File: config.mk
export PLATFORM = sky130hd
export DESIGN_NAME = tap_instruction_logic
export DESIGN_NICKNAME = d
export VERILOG_FILES = /design/src/common/tap_pkg.sv /design/src/hw/tap_id_rom.sv /design/src/hw/tap_instruction_logic.sv /design/src/hw/tap_sync.sv
export SDC_FILE = /design/constraint.sdc
export NUM_CORES = 1
export LEC_CHECK = 0
export BUFFER_PORTS_ARGS = -buffer_cell sky130_fd_sc_hd__buf_2
export CAP_MARGIN = 10
export CORE_ASPECT_RATIO = 1.1
export CORE_MARGIN = 5
export CORE_UTILIZATION = 49
export CTS_CLUSTER_SIZE = 28
export DETAILED_ROUTE_END_ITERATION = 8
export PLACE_DENSITY = 0.72
export SLEW_MARGIN = 20
export SYNTH_ARGS = -nofsm -noshare
export SYNTH_HDL_FRONTEND = slang
export SYNTH_HIERARCHICAL = 1
export SYNTH_SLANG_ARGS = --single-unit
File: constraint.sdc
create_clock -name core_clk -period 2.7 [get_ports core_clk]
set_input_delay 0 -clock core_clk [delete_from_list [all_inputs] [get_ports core_clk]]
set_output_delay 0 -clock core_clk [all_outputs]
set_load 0.01 [all_outputs]
File: src/common/tap_pkg.sv
// package: constants, types and decoding for the memory's test access port
// assumes one core clock domain that samples the test pins through synchronisers
// How it works
// - capture-ir loads 01 into low instruction bits
// - shift-ir places instruction shifter between tdi, tdo
// - new instruction acts only at update-ir
// - bypass selects one-bit bypass cell in shift-dr
// - sample/preload captures input pins in capture-dr
// - pinless scan cells capture their fixed defaults
// - sample/preload shifts boundary register in shift-dr
// - all-zero instruction decodes as extest
// - extest never blocks the memory's input pins
// - extest at update-ir drives scan cells out
// - extest captures pins, output pins follow cells
// - idcode captures rom word, shifts it out
// - idcode loaded at reset and test-logic-reset
// - sample_highz floats outputs, selects boundary register
// - reserved_instruction codes behave like bypass
// - codes 000 extest, 001 idcode, 010 sample_highz
// - instruction register is three bits wide
// - device_identification bit 0 leaves tdo first
// - five tms-high rising edges reach test-logic-reset
`default_nettype none
package tap_pkg;
  localparam int IR_W = 3;
  localparam int ID_W = 32;
  localparam logic [2:0] IR_CAPTURE = 3'h1;
  localparam logic [2:0] INS_EXTEST = 3'h0;
  localparam logic [2:0] INS_IDCODE = 3'h1;
  localparam logic [2:0] INS_SAMPLE_HIGHZ = 3'h2;
  localparam logic [2:0] INS_SAMPLE_PRELOAD = 3'h4;
  localparam logic [2:0] INS_BYPASS = 3'h7;
  localparam logic [2:0] TLR_TMS_EDGES = 3'h5;
  localparam int ID_MAKER_MSB = 11;
  localparam int ID_MAKER_LSB = 1;
  localparam logic ID_PRESENCE = 1'h1;

  typedef enum logic [3:0] {
    TEST_LOGIC_RESET, RUN_IDLE, SELECT_DR, CAPTURE_DR, SHIFT_DR, EXIT1_DR,
    PAUSE_DR, EXIT2_DR, UPDATE_DR, SELECT_IR, CAPTURE_IR, SHIFT_IR,
    EXIT1_IR, PAUSE_IR, EXIT2_IR, UPDATE_IR
  } tap_state_e;

  typedef struct packed {
    logic tck;
    logic tms;
    logic tdi;
  } jtag_pins_s;

  typedef struct packed {
    logic bsr;
    logic idr;
    logic byp;
    logic highz;
    logic extest;
  } ins_sel_s;

  function automatic ins_sel_s decode_ins(input logic [IR_W-1:0] ir);
    ins_sel_s s;
    s = '0;
    unique case (ir)
      INS_EXTEST: begin
        s.bsr = 1'b1;
        s.extest = 1'b1;
      end
      INS_IDCODE: s.idr = 1'b1;
      INS_SAMPLE_HIGHZ: begin
        s.bsr = 1'b1;
        s.highz = 1'b1;
      end
      INS_SAMPLE_PRELOAD: s.bsr = 1'b1;
      default: s.byp = 1'b1;
    endcase
    return s;
  endfunction
endpackage
`default_nettype wire

File: src/hw/tap_id_rom.sv
// identification rom with registered read word
// assumes a static word; maker code value is arbitrary
`default_nettype none
module tap_id_rom
  import tap_pkg::*;
#(
  parameter logic [10:0] MAKER_CODE = 11'h2a5, // arbitrary value
  parameter logic [19:0] UPPER_BITS = 20'h0_0000
) (
  input wire logic core_clk,
  output logic [ID_W-1:0] id_word
);
  logic [ID_W-1:0] word_reg;

  always_ff @(posedge core_clk) begin
    word_reg <= {UPPER_BITS, MAKER_CODE, ID_PRESENCE};
  end

  assign id_word = word_reg;
endmodule
`default_nettype wire

File: src/hw/tap_instruction_logic.sv
// instruction handling, data register selection and pin effects of the test port
// assumes tck, tms, tdi and memory pins are asynchronous and sampled by core_clk
`default_nettype none
module tap_instruction_logic
  import tap_pkg::*;
#(
  parameter int BSR_LEN = 16,
  parameter logic [BSR_LEN-1:0] PINLESS_MASK = 16'h8001,
  parameter logic [BSR_LEN-1:0] PINLESS_VALUE = 16'hffff,
  parameter logic [10:0] MAKER_CODE = 11'h2a5 // arbitrary value
) (
  input wire logic core_clk,
  input wire logic nrst,
  input wire jtag_pins_s jtag_in,
  output logic tdo,
  output logic tdo_oe,
  input wire logic [BSR_LEN-1:0] pin_in,
  output logic [BSR_LEN-1:0] drive_data,
  output logic drive_en,
  output logic outputs_highz
);
  generate
    if (BSR_LEN < 2) begin : g_chk
      $error("BSR_LEN must be at least 2");
    end
  endgenerate

  jtag_pins_s jtag_s;
  logic [BSR_LEN-1:0] pin_s;
  logic [ID_W-1:0] rom_word;
  logic tck_d_reg;
  tap_state_e state_reg, state_next;
  logic [IR_W-1:0] ir_reg;
  logic [IR_W-1:0] ir_shift_reg;
  logic bypass_reg;
  logic [ID_W-1:0] id_shift_reg;
  logic [BSR_LEN-1:0] bsr_reg;
  logic [BSR_LEN-1:0] upd_reg;
  logic tdo_reg;
  logic tdo_oe_reg;
  logic [2:0] ones_cnt_reg;

  tap_sync #(.W(3)) u_jtag_sync (
    .core_clk(core_clk),
    .nrst(nrst),
    .async_in(jtag_in),
    .sync_out(jtag_s)
  );

  tap_sync #(.W(BSR_LEN)) u_pin_sync (
    .core_clk(core_clk),
    .nrst(nrst),
    .async_in(pin_in),
    .sync_out(pin_s)
  );

  tap_id_rom #(.MAKER_CODE(MAKER_CODE)) u_rom (
    .core_clk(core_clk),
    .id_word(rom_word)
  );

  // tck edges seen by the core clock
  wire tck_rise = jtag_s.tck & ~tck_d_reg;
  wire tck_fall = ~jtag_s.tck & tck_d_reg;
  wire ins_sel_s sel = decode_ins(ir_reg);
  wire ins_sel_s sel_new = decode_ins(ir_shift_reg);
  wire in_tlr = (state_reg == TEST_LOGIC_RESET);
  wire cap_dr = tck_rise && (state_reg == CAPTURE_DR);
  wire sh_dr = tck_rise && (state_reg == SHIFT_DR);
  // pins only observed; pinless cells take defaults
  wire [BSR_LEN-1:0] cap_vec = (pin_s & ~PINLESS_MASK) | (PINLESS_VALUE & PINLESS_MASK);
  wire dr_lsb = sel.bsr ? bsr_reg[0] : (sel.idr ? id_shift_reg[0] : bypass_reg);
  wire upd_ir_extest = (state_reg == UPDATE_IR) && sel_new.extest;
  wire upd_dr_extest = (state_reg == UPDATE_DR) && sel.extest;
  wire shifting = (state_reg == SHIFT_DR) || (state_reg == SHIFT_IR);

  // controller state walk on tms
  always_comb begin
    state_next = state_reg;
    unique case (state_reg)
      TEST_LOGIC_RESET: state_next = jtag_s.tms ? TEST_LOGIC_RESET : RUN_IDLE;
      RUN_IDLE: state_next = jtag_s.tms ? SELECT_DR : RUN_IDLE;
      SELECT_DR: state_next = jtag_s.tms ? SELECT_IR : CAPTURE_DR;
      CAPTURE_DR: state_next = jtag_s.tms ? EXIT1_DR : SHIFT_DR;
      SHIFT_DR: state_next = jtag_s.tms ? EXIT1_DR : SHIFT_DR;
      EXIT1_DR: state_next = jtag_s.tms ? UPDATE_DR : PAUSE_DR;
      PAUSE_DR: state_next = jtag_s.tms ? EXIT2_DR : PAUSE_DR;
      EXIT2_DR: state_next = jtag_s.tms ? UPDATE_DR : SHIFT_DR;
      UPDATE_DR: state_next = jtag_s.tms ? SELECT_DR : RUN_IDLE;
      SELECT_IR: state_next = jtag_s.tms ? TEST_LOGIC_RESET : CAPTURE_IR;
      CAPTURE_IR: state_next = jtag_s.tms ? EXIT1_IR : SHIFT_IR;
      SHIFT_IR: state_next = jtag_s.tms ? EXIT1_IR : SHIFT_IR;
      EXIT1_IR: state_next = jtag_s.tms ? UPDATE_IR : PAUSE_IR;
      PAUSE_IR: state_next = jtag_s.tms ? EXIT2_IR : PAUSE_IR;
      EXIT2_IR: state_next = jtag_s.tms ? UPDATE_IR : SHIFT_IR;
      UPDATE_IR: state_next = jtag_s.tms ? SELECT_DR : RUN_IDLE;
    endcase
  end

  always_ff @(posedge core_clk) begin
    if (!nrst) begin
      tck_d_reg <= 1'b0;
      state_reg <= TEST_LOGIC_RESET;
    end else begin
      tck_d_reg <= jtag_s.tck;
      if (tck_rise) begin
        state_reg <= state_next;
      end
    end
  end

  // instruction shifter and active instruction
  always_ff @(posedge core_clk) begin
    if (!nrst) begin
      ir_shift_reg <= INS_IDCODE;
      ir_reg <= INS_IDCODE;
    end else begin
      if (tck_rise && state_reg == CAPTURE_IR) begin
        ir_shift_reg <= IR_CAPTURE;
      end else if (tck_rise && state_reg == SHIFT_IR) begin
        ir_shift_reg <= {jtag_s.tdi, ir_shift_reg[IR_W-1:1]};
      end
      if (in_tlr) begin
        ir_reg <= INS_IDCODE;
      end else if (tck_fall && state_reg == UPDATE_IR) begin
        ir_reg <= ir_shift_reg;
      end
    end
  end

  // data registers
  always_ff @(posedge core_clk) begin
    if (!nrst) begin
      bypass_reg <= 1'b0;
      id_shift_reg <= '0;
    end else begin
      if (cap_dr && sel.byp) begin
        bypass_reg <= 1'b0;
      end else if (sh_dr && sel.byp) begin
        bypass_reg <= jtag_s.tdi;
      end
      if (cap_dr && sel.idr) begin
        id_shift_reg <= rom_word;
      end else if (sh_dr && sel.idr) begin
        id_shift_reg <= {jtag_s.tdi, id_shift_reg[ID_W-1:1]};
      end
    end
  end

  always_ff @(posedge core_clk) begin
    if (!nrst) begin
      bsr_reg <= '0;
      upd_reg <= '0;
    end else begin
      if (cap_dr && sel.bsr) begin
        bsr_reg <= cap_vec;
      end else if (sh_dr && sel.bsr) begin
        bsr_reg <= {jtag_s.tdi, bsr_reg[BSR_LEN-1:1]};
      end
      if (tck_fall && (upd_ir_extest || upd_dr_extest)) begin
        upd_reg <= bsr_reg;
      end
    end
  end

  // tdo changes on the falling tck edge
  always_ff @(posedge core_clk) begin
    if (!nrst) begin
      tdo_reg <= 1'b0;
      tdo_oe_reg <= 1'b0;
    end else if (tck_fall) begin
      tdo_oe_reg <= shifting;
      if (state_reg == SHIFT_IR) begin
        tdo_reg <= ir_shift_reg[0];
      end else if (state_reg == SHIFT_DR) begin
        tdo_reg <= dr_lsb;
      end
    end
  end

  // consecutive tms-high edges, for checking only
  always_ff @(posedge core_clk) begin
    if (!nrst) begin
      ones_cnt_reg <= 3'h0;
    end else if (tck_rise) begin
      if (!jtag_s.tms) begin
        ones_cnt_reg <= 3'h0;
      end else if (ones_cnt_reg != TLR_TMS_EDGES) begin
        ones_cnt_reg <= ones_cnt_reg + 3'h1;
      end
    end
  end

  assign tdo = tdo_reg;
  assign tdo_oe = tdo_oe_reg;
  assign drive_data = upd_reg;
  assign drive_en = sel.extest;
  assign outputs_highz = sel.highz;

  property p_capture_ir;
    @(posedge core_clk) disable iff (!nrst)
    tck_rise && state_reg == CAPTURE_IR |=> ir_shift_reg[1:0] == 2'h1;
  endproperty
  a_capture_ir: assert property (p_capture_ir) else $error("capture-ir pattern wrong");

  property p_shift_ir_tdo;
    @(posedge core_clk) disable iff (!nrst)
    tck_fall && state_reg == SHIFT_IR |=> tdo_reg == $past(ir_shift_reg[0]) && tdo_oe_reg;
  endproperty
  a_shift_ir_tdo: assert property (p_shift_ir_tdo) else $error("shift-ir tdo wrong");

  property p_ir_update_only;
    @(posedge core_clk) disable iff (!nrst)
    ir_reg != $past(ir_reg) |-> $past(tck_fall && state_reg == UPDATE_IR) || $past(in_tlr);
  endproperty
  a_ir_update_only: assert property (p_ir_update_only) else $error("instruction changed early");

  property p_bypass_tdo;
    @(posedge core_clk) disable iff (!nrst)
    tck_fall && state_reg == SHIFT_DR && sel.byp |=> tdo_reg == $past(bypass_reg);
  endproperty
  a_bypass_tdo: assert property (p_bypass_tdo) else $error("bypass path wrong");

  property p_bsr_capture;
    @(posedge core_clk) disable iff (!nrst)
    cap_dr && sel.bsr |=> bsr_reg == $past(cap_vec) && (bsr_reg & PINLESS_MASK) == (PINLESS_VALUE & PINLESS_MASK);
  endproperty
  a_bsr_capture: assert property (p_bsr_capture) else $error("boundary capture wrong");

  property p_bsr_shift;
    @(posedge core_clk) disable iff (!nrst)
    sh_dr && sel.bsr |=> bsr_reg == {$past(jtag_s.tdi), $past(bsr_reg[BSR_LEN-1:1])};
  endproperty
  a_bsr_shift: assert property (p_bsr_shift) else $error("boundary shift wrong");

  property p_id_shift;
    @(posedge core_clk) disable iff (!nrst)
    sh_dr && sel.idr |=> id_shift_reg == {$past(jtag_s.tdi), $past(id_shift_reg[ID_W-1:1])};
  endproperty
  a_id_shift: assert property (p_id_shift) else $error("id shift wrong");

  property p_bypass_capture;
    @(posedge core_clk) disable iff (!nrst)
    cap_dr && sel.byp |=> !bypass_reg;
  endproperty
  a_bypass_capture: assert property (p_bypass_capture) else $error("bypass capture wrong");

  property p_tdo_release;
    @(posedge core_clk) disable iff (!nrst)
    tck_fall && !shifting |=> !tdo_oe_reg;
  endproperty
  a_tdo_release: assert property (p_tdo_release) else $error("tdo enabled outside shift");

  property p_extest_dr_update;
    @(posedge core_clk) disable iff (!nrst)
    tck_fall && upd_dr_extest |=> drive_data == $past(bsr_reg) && drive_en;
  endproperty
  a_extest_dr_update: assert property (p_extest_dr_update) else $error("extest update-dr drive wrong");

  property p_extest_decode;
    @(posedge core_clk) disable iff (!nrst)
    ir_reg == INS_EXTEST |-> drive_en && sel.bsr && !outputs_highz;
  endproperty
  a_extest_decode: assert property (p_extest_decode) else $error("extest decode wrong");

  property p_extest_update;
    @(posedge core_clk) disable iff (!nrst)
    tck_fall && upd_ir_extest |=> drive_data == $past(bsr_reg);
  endproperty
  a_extest_update: assert property (p_extest_update) else $error("extest drive wrong");

  property p_id_capture;
    @(posedge core_clk) disable iff (!nrst)
    cap_dr && sel.idr |=> id_shift_reg == $past(rom_word) && id_shift_reg[0] == ID_PRESENCE;
  endproperty
  a_id_capture: assert property (p_id_capture) else $error("id capture wrong");

  property p_tlr_ir;
    @(posedge core_clk) disable iff (!nrst)
    in_tlr |=> ir_reg == INS_IDCODE;
  endproperty
  a_tlr_ir: assert property (p_tlr_ir) else $error("idcode not loaded in reset state");

  property p_highz;
    @(posedge core_clk) disable iff (!nrst)
    ir_reg == INS_SAMPLE_HIGHZ |-> outputs_highz && !drive_en && sel.bsr;
  endproperty
  a_highz: assert property (p_highz) else $error("sample_highz effect wrong");

  property p_reserved;
    @(posedge core_clk) disable iff (!nrst)
    ir_reg == 3'h3 |-> sel.byp && !sel.bsr && !outputs_highz;
  endproperty
  a_reserved: assert property (p_reserved) else $error("reserved code not bypass");

  property p_five_ones;
    @(posedge core_clk) disable iff (!nrst)
    ones_cnt_reg == TLR_TMS_EDGES |-> in_tlr;
  endproperty
  a_five_ones: assert property (p_five_ones) else $error("five tms-high edges missed reset");

  c_ir_update: cover property (@(posedge core_clk) disable iff (!nrst) tck_fall && state_reg == UPDATE_IR);
  c_id_shift: cover property (@(posedge core_clk) disable iff (!nrst) sh_dr && sel.idr);
  c_extest: cover property (@(posedge core_clk) disable iff (!nrst) tck_fall && upd_ir_extest);
  c_highz: cover property (@(posedge core_clk) disable iff (!nrst) outputs_highz);
endmodule
`default_nettype wire

File: src/hw/tap_sync.sv
// two-flop synchroniser for a group of pins
// assumes inputs are asynchronous to core_clk
`default_nettype none
module tap_sync #(
  parameter int W = 1
) (
  input wire logic core_clk,
  input wire logic nrst,
  input wire logic [W-1:0] async_in,
  output logic [W-1:0] sync_out
);
  logic [W-1:0] meta_reg;
  logic [W-1:0] sync_reg;

  always_ff @(posedge core_clk) begin
    if (!nrst) begin
      meta_reg <= '0;
      sync_reg <= '0;
    end else begin
      meta_reg <= async_in;
      sync_reg <= meta_reg;
    end
  end

  assign sync_out = sync_reg;
endmodule
`default_nettype wire

==> flow_metrics.env <==
export IMPL_outcome="finished, final reports clean"
export IMPL_peakVddDrop_v=0.000358
export IMPL_final_nets=577
export IMPL_fin_crit_ps=2290
export IMPL_hpwl_mm=5.42
export IMPL_hold_class="in2reg"
export IMPL_power_frac_clock_pct=36.3
export IMPL_fin_ws_ps=414
export IMPL_cts_resized=0
export IMPL_total_leakage_power_nw=1.99
export IMPL_crit_chain="nand3b_1, a2111o_1, or2_1, o2bb2ai_2"
export IMPL_layout_drive_gt1_share_pct=18.5
export IMPL_p_per_area_mw_per_mm2=533
export IMPL_antenna_found_initial=0
export IMPL_crit_family="simple AND/OR/NAND/NOR gates"
export IMPL_root_buffer="clkbuf_8"
export IMPL_die_area_mm2=0.0118
export IMPL_path_class="reg2reg"
export IMPL_tightest_slew_ps=736
export IMPL_critPathMaxFanout=16
export IMPL_finalCritPeriodShare_pct=84.7
export IMPL_comb_power_share_pct=3.8
export IMPL_cp_num_buf_inv=0
export IMPL_clk_path_buf_depth=2
export IMPL_area_growth_pct=10.8
export IMPL_drt_iter0_markers=178
export IMPL_via_per_inst=5.06
export IMPL_postCtsHoldBufs=17
export IMPL_whs_ps=54.9
export IMPL_htree_levels=3
export IMPL_max_cap_violations=0
export IMPL_drc=0
export IMPL_gr_usage_all_layers_pct=14.9
export IMPL_die_h_um=113
export IMPL_post_cts_setup_buffers=0
export IMPL_post_synth_cell_area_avg_um2=9.10
export IMPL_maxSlewHeadroom_pct=50.9
export IMPL_tns_ps=0
export IMPL_cts_sinks=112
export IMPL_synth_area_mm2=0.00477
export IMPL_ios=41
export IMPL_grt_pass1_wl_mm=15.1
export IMPL_largest_register_ffs=32
export IMPL_grt_overflow=0
export IMPL_p_sw_w=0.000705
export IMPL_drt_pass1_iterations=4
export IMPL_n_antenna_cell=0
export IMPL_die_w_um=104
export IMPL_drt_wl_total_mm=8.50
export IMPL_required_ps=3010
export IMPL_start_kind="flop"
export IMPL_port_buffers=38
export IMPL_std_cell_rows=37
export IMPL_crit_arrival_ps=2600
export IMPL_worst_clock_skew_ps=17.9
export IMPL_place_gp_congestion=0.775
export IMPL_insertion_delay_ps=380
export IMPL_critPathCaptureType="flop"
export IMPL_final_max_slew_viol_count=0
export IMPL_critPathSlowestCell="dfxtp_1"
export IMPL_drtAntennaViolNets=0
export IMPL_power_frac_seq_pct=59.9
export IMPL_vias=3431
export IMPL_start_util_pct=50.5
export IMPL_grt_max_degree=88
export IMPL_synth_cells=524
export IMPL_tritoncts="built"
export IMPL_yosysWarnings=6
export IMPL_setup_violations=0
export IMPL_p_sw_share_pct=25.0
export IMPL_coreArea_mm2=0.00944
export IMPL_dp_slack_ps=457
export IMPL_path_clk_slew_ps=110
export IMPL_finalHoldViolations=0
export IMPL_cts_buffers_inserted=9
export IMPL_fin_util_pct=55.9
export IMPL_grt_pass1_vias=3297
export IMPL_rsz0062_at_grt="no"
export IMPL_fmax_ghz=0.437
export IMPL_wl_per_cell_um=12.5
export IMPL_p_int_w=0.00211
export IMPL_critPathMaxStageDelay_ps=650
[path summary, 6_finish.rpt]
path,slack [ps],startpoint,end,cells after the start
min reg2reg,450,u_jtag_sync/meta_reg[1],u_jtag_sync/sync_out[1],1
max,410,state_reg[1],bsr_reg[8],4
min,50,nrst,drive_data[3],3
max reg2reg,410,state_reg[1],bsr_reg[8],4
[power by group through the flow]
stage | Combinational (W) | Clock, W | Sequential [W]
6_report | 0.000107 | 0.00102 | 0.00169
5_1_grt | 0.000120 | 0.00113 | 0.00169
4_1_cts | 0.000106 | 0.00106 | 0.00169
3_5_place_dp | 0.0000875 | 0 | 0.00173
3_3_place_gp | 0.0000849 | 0 | 0.00172
2_1_floorplan | 0.000101 | 0 | 0.00172
[area by class of cell]
type / instances / area (um2)
Fill cell: 846 / 4160
Sequential cell: 112 / 2240
Multi-Input combinational cell: 366 / 2210
Timing Repair Buffer: 62 / 438
Tap cell: 117 / 146
Clock buffer: 9 / 124
Clock inverter: 7 / 101
Inverter: 5 / 18.8
[placed cells by master, fill, tap and decap left out, types with 3 or more instances in the layout]
| cell | n |
|---|---|
| dlygate4sd3_1 | 17 |
| o21ai_1 | 35 |
| conb_1 | 32 |
| nand2b_1 | 4 |
| nand2_1 | 102 |
| nor2b_1 | 5 |
| and2_1 | 9 |
| clkbuf_8 | 9 |
| inv_1 | 4 |
| a31oi_1 | 34 |
| a211oi_1 | 3 |
| o2bb2ai_1 | 4 |
| nor2_1 | 9 |
| clkinv_8 | 5 |
| o2bb2ai_2 | 10 |
| buf_4 | 5 |
| o21ai_0 | 5 |
| and2_2 | 28 |
| a21oi_1 | 6 |
| mux2i_1 | 33 |
| buf_2 | 38 |
| nor3_1 | 12 |
| dfxtp_1 | 112 |
[worst reg2reg max path, cell delays in order, from the launching register on]
cell       delay [ps]
dfxtp_1           650
nand3b_1          290
a2111o_1          550
or2_1             510
o2bb2ai_2         240
[per-stage QoR]
| step | power [W] | instances | cell area [um2] |
|---|---|---|---|
| after floorplan | 0.00182 | 554 | 4880 |
| after global placement | 0.00181 | 645 | 4890 |
| after detailed placement | 0.00181 | 645 | 4890 |
| after CTS | 0.00285 | 678 | 5280 |
| after global routing | 0.00295 | 678 | 5280 |
| final | 0.00282 | 678 | 5280 |
[metal layers]
| metal | GRT usage (%) | up-vias | wire (um) |
|---|---|---|---|
| met5 | 0 | - | 0 |
| met2 | 25.8 | 67 | 4100 |
| li1 | - | 1811 | - |
| met1 | 18.5 | 1544 | 3950 |
| met4 | 4.58 | 0 | 93 |
| met3 | 3.45 | 9 | 356 |
Note: power is estimated with default switching activity, not from simulation.
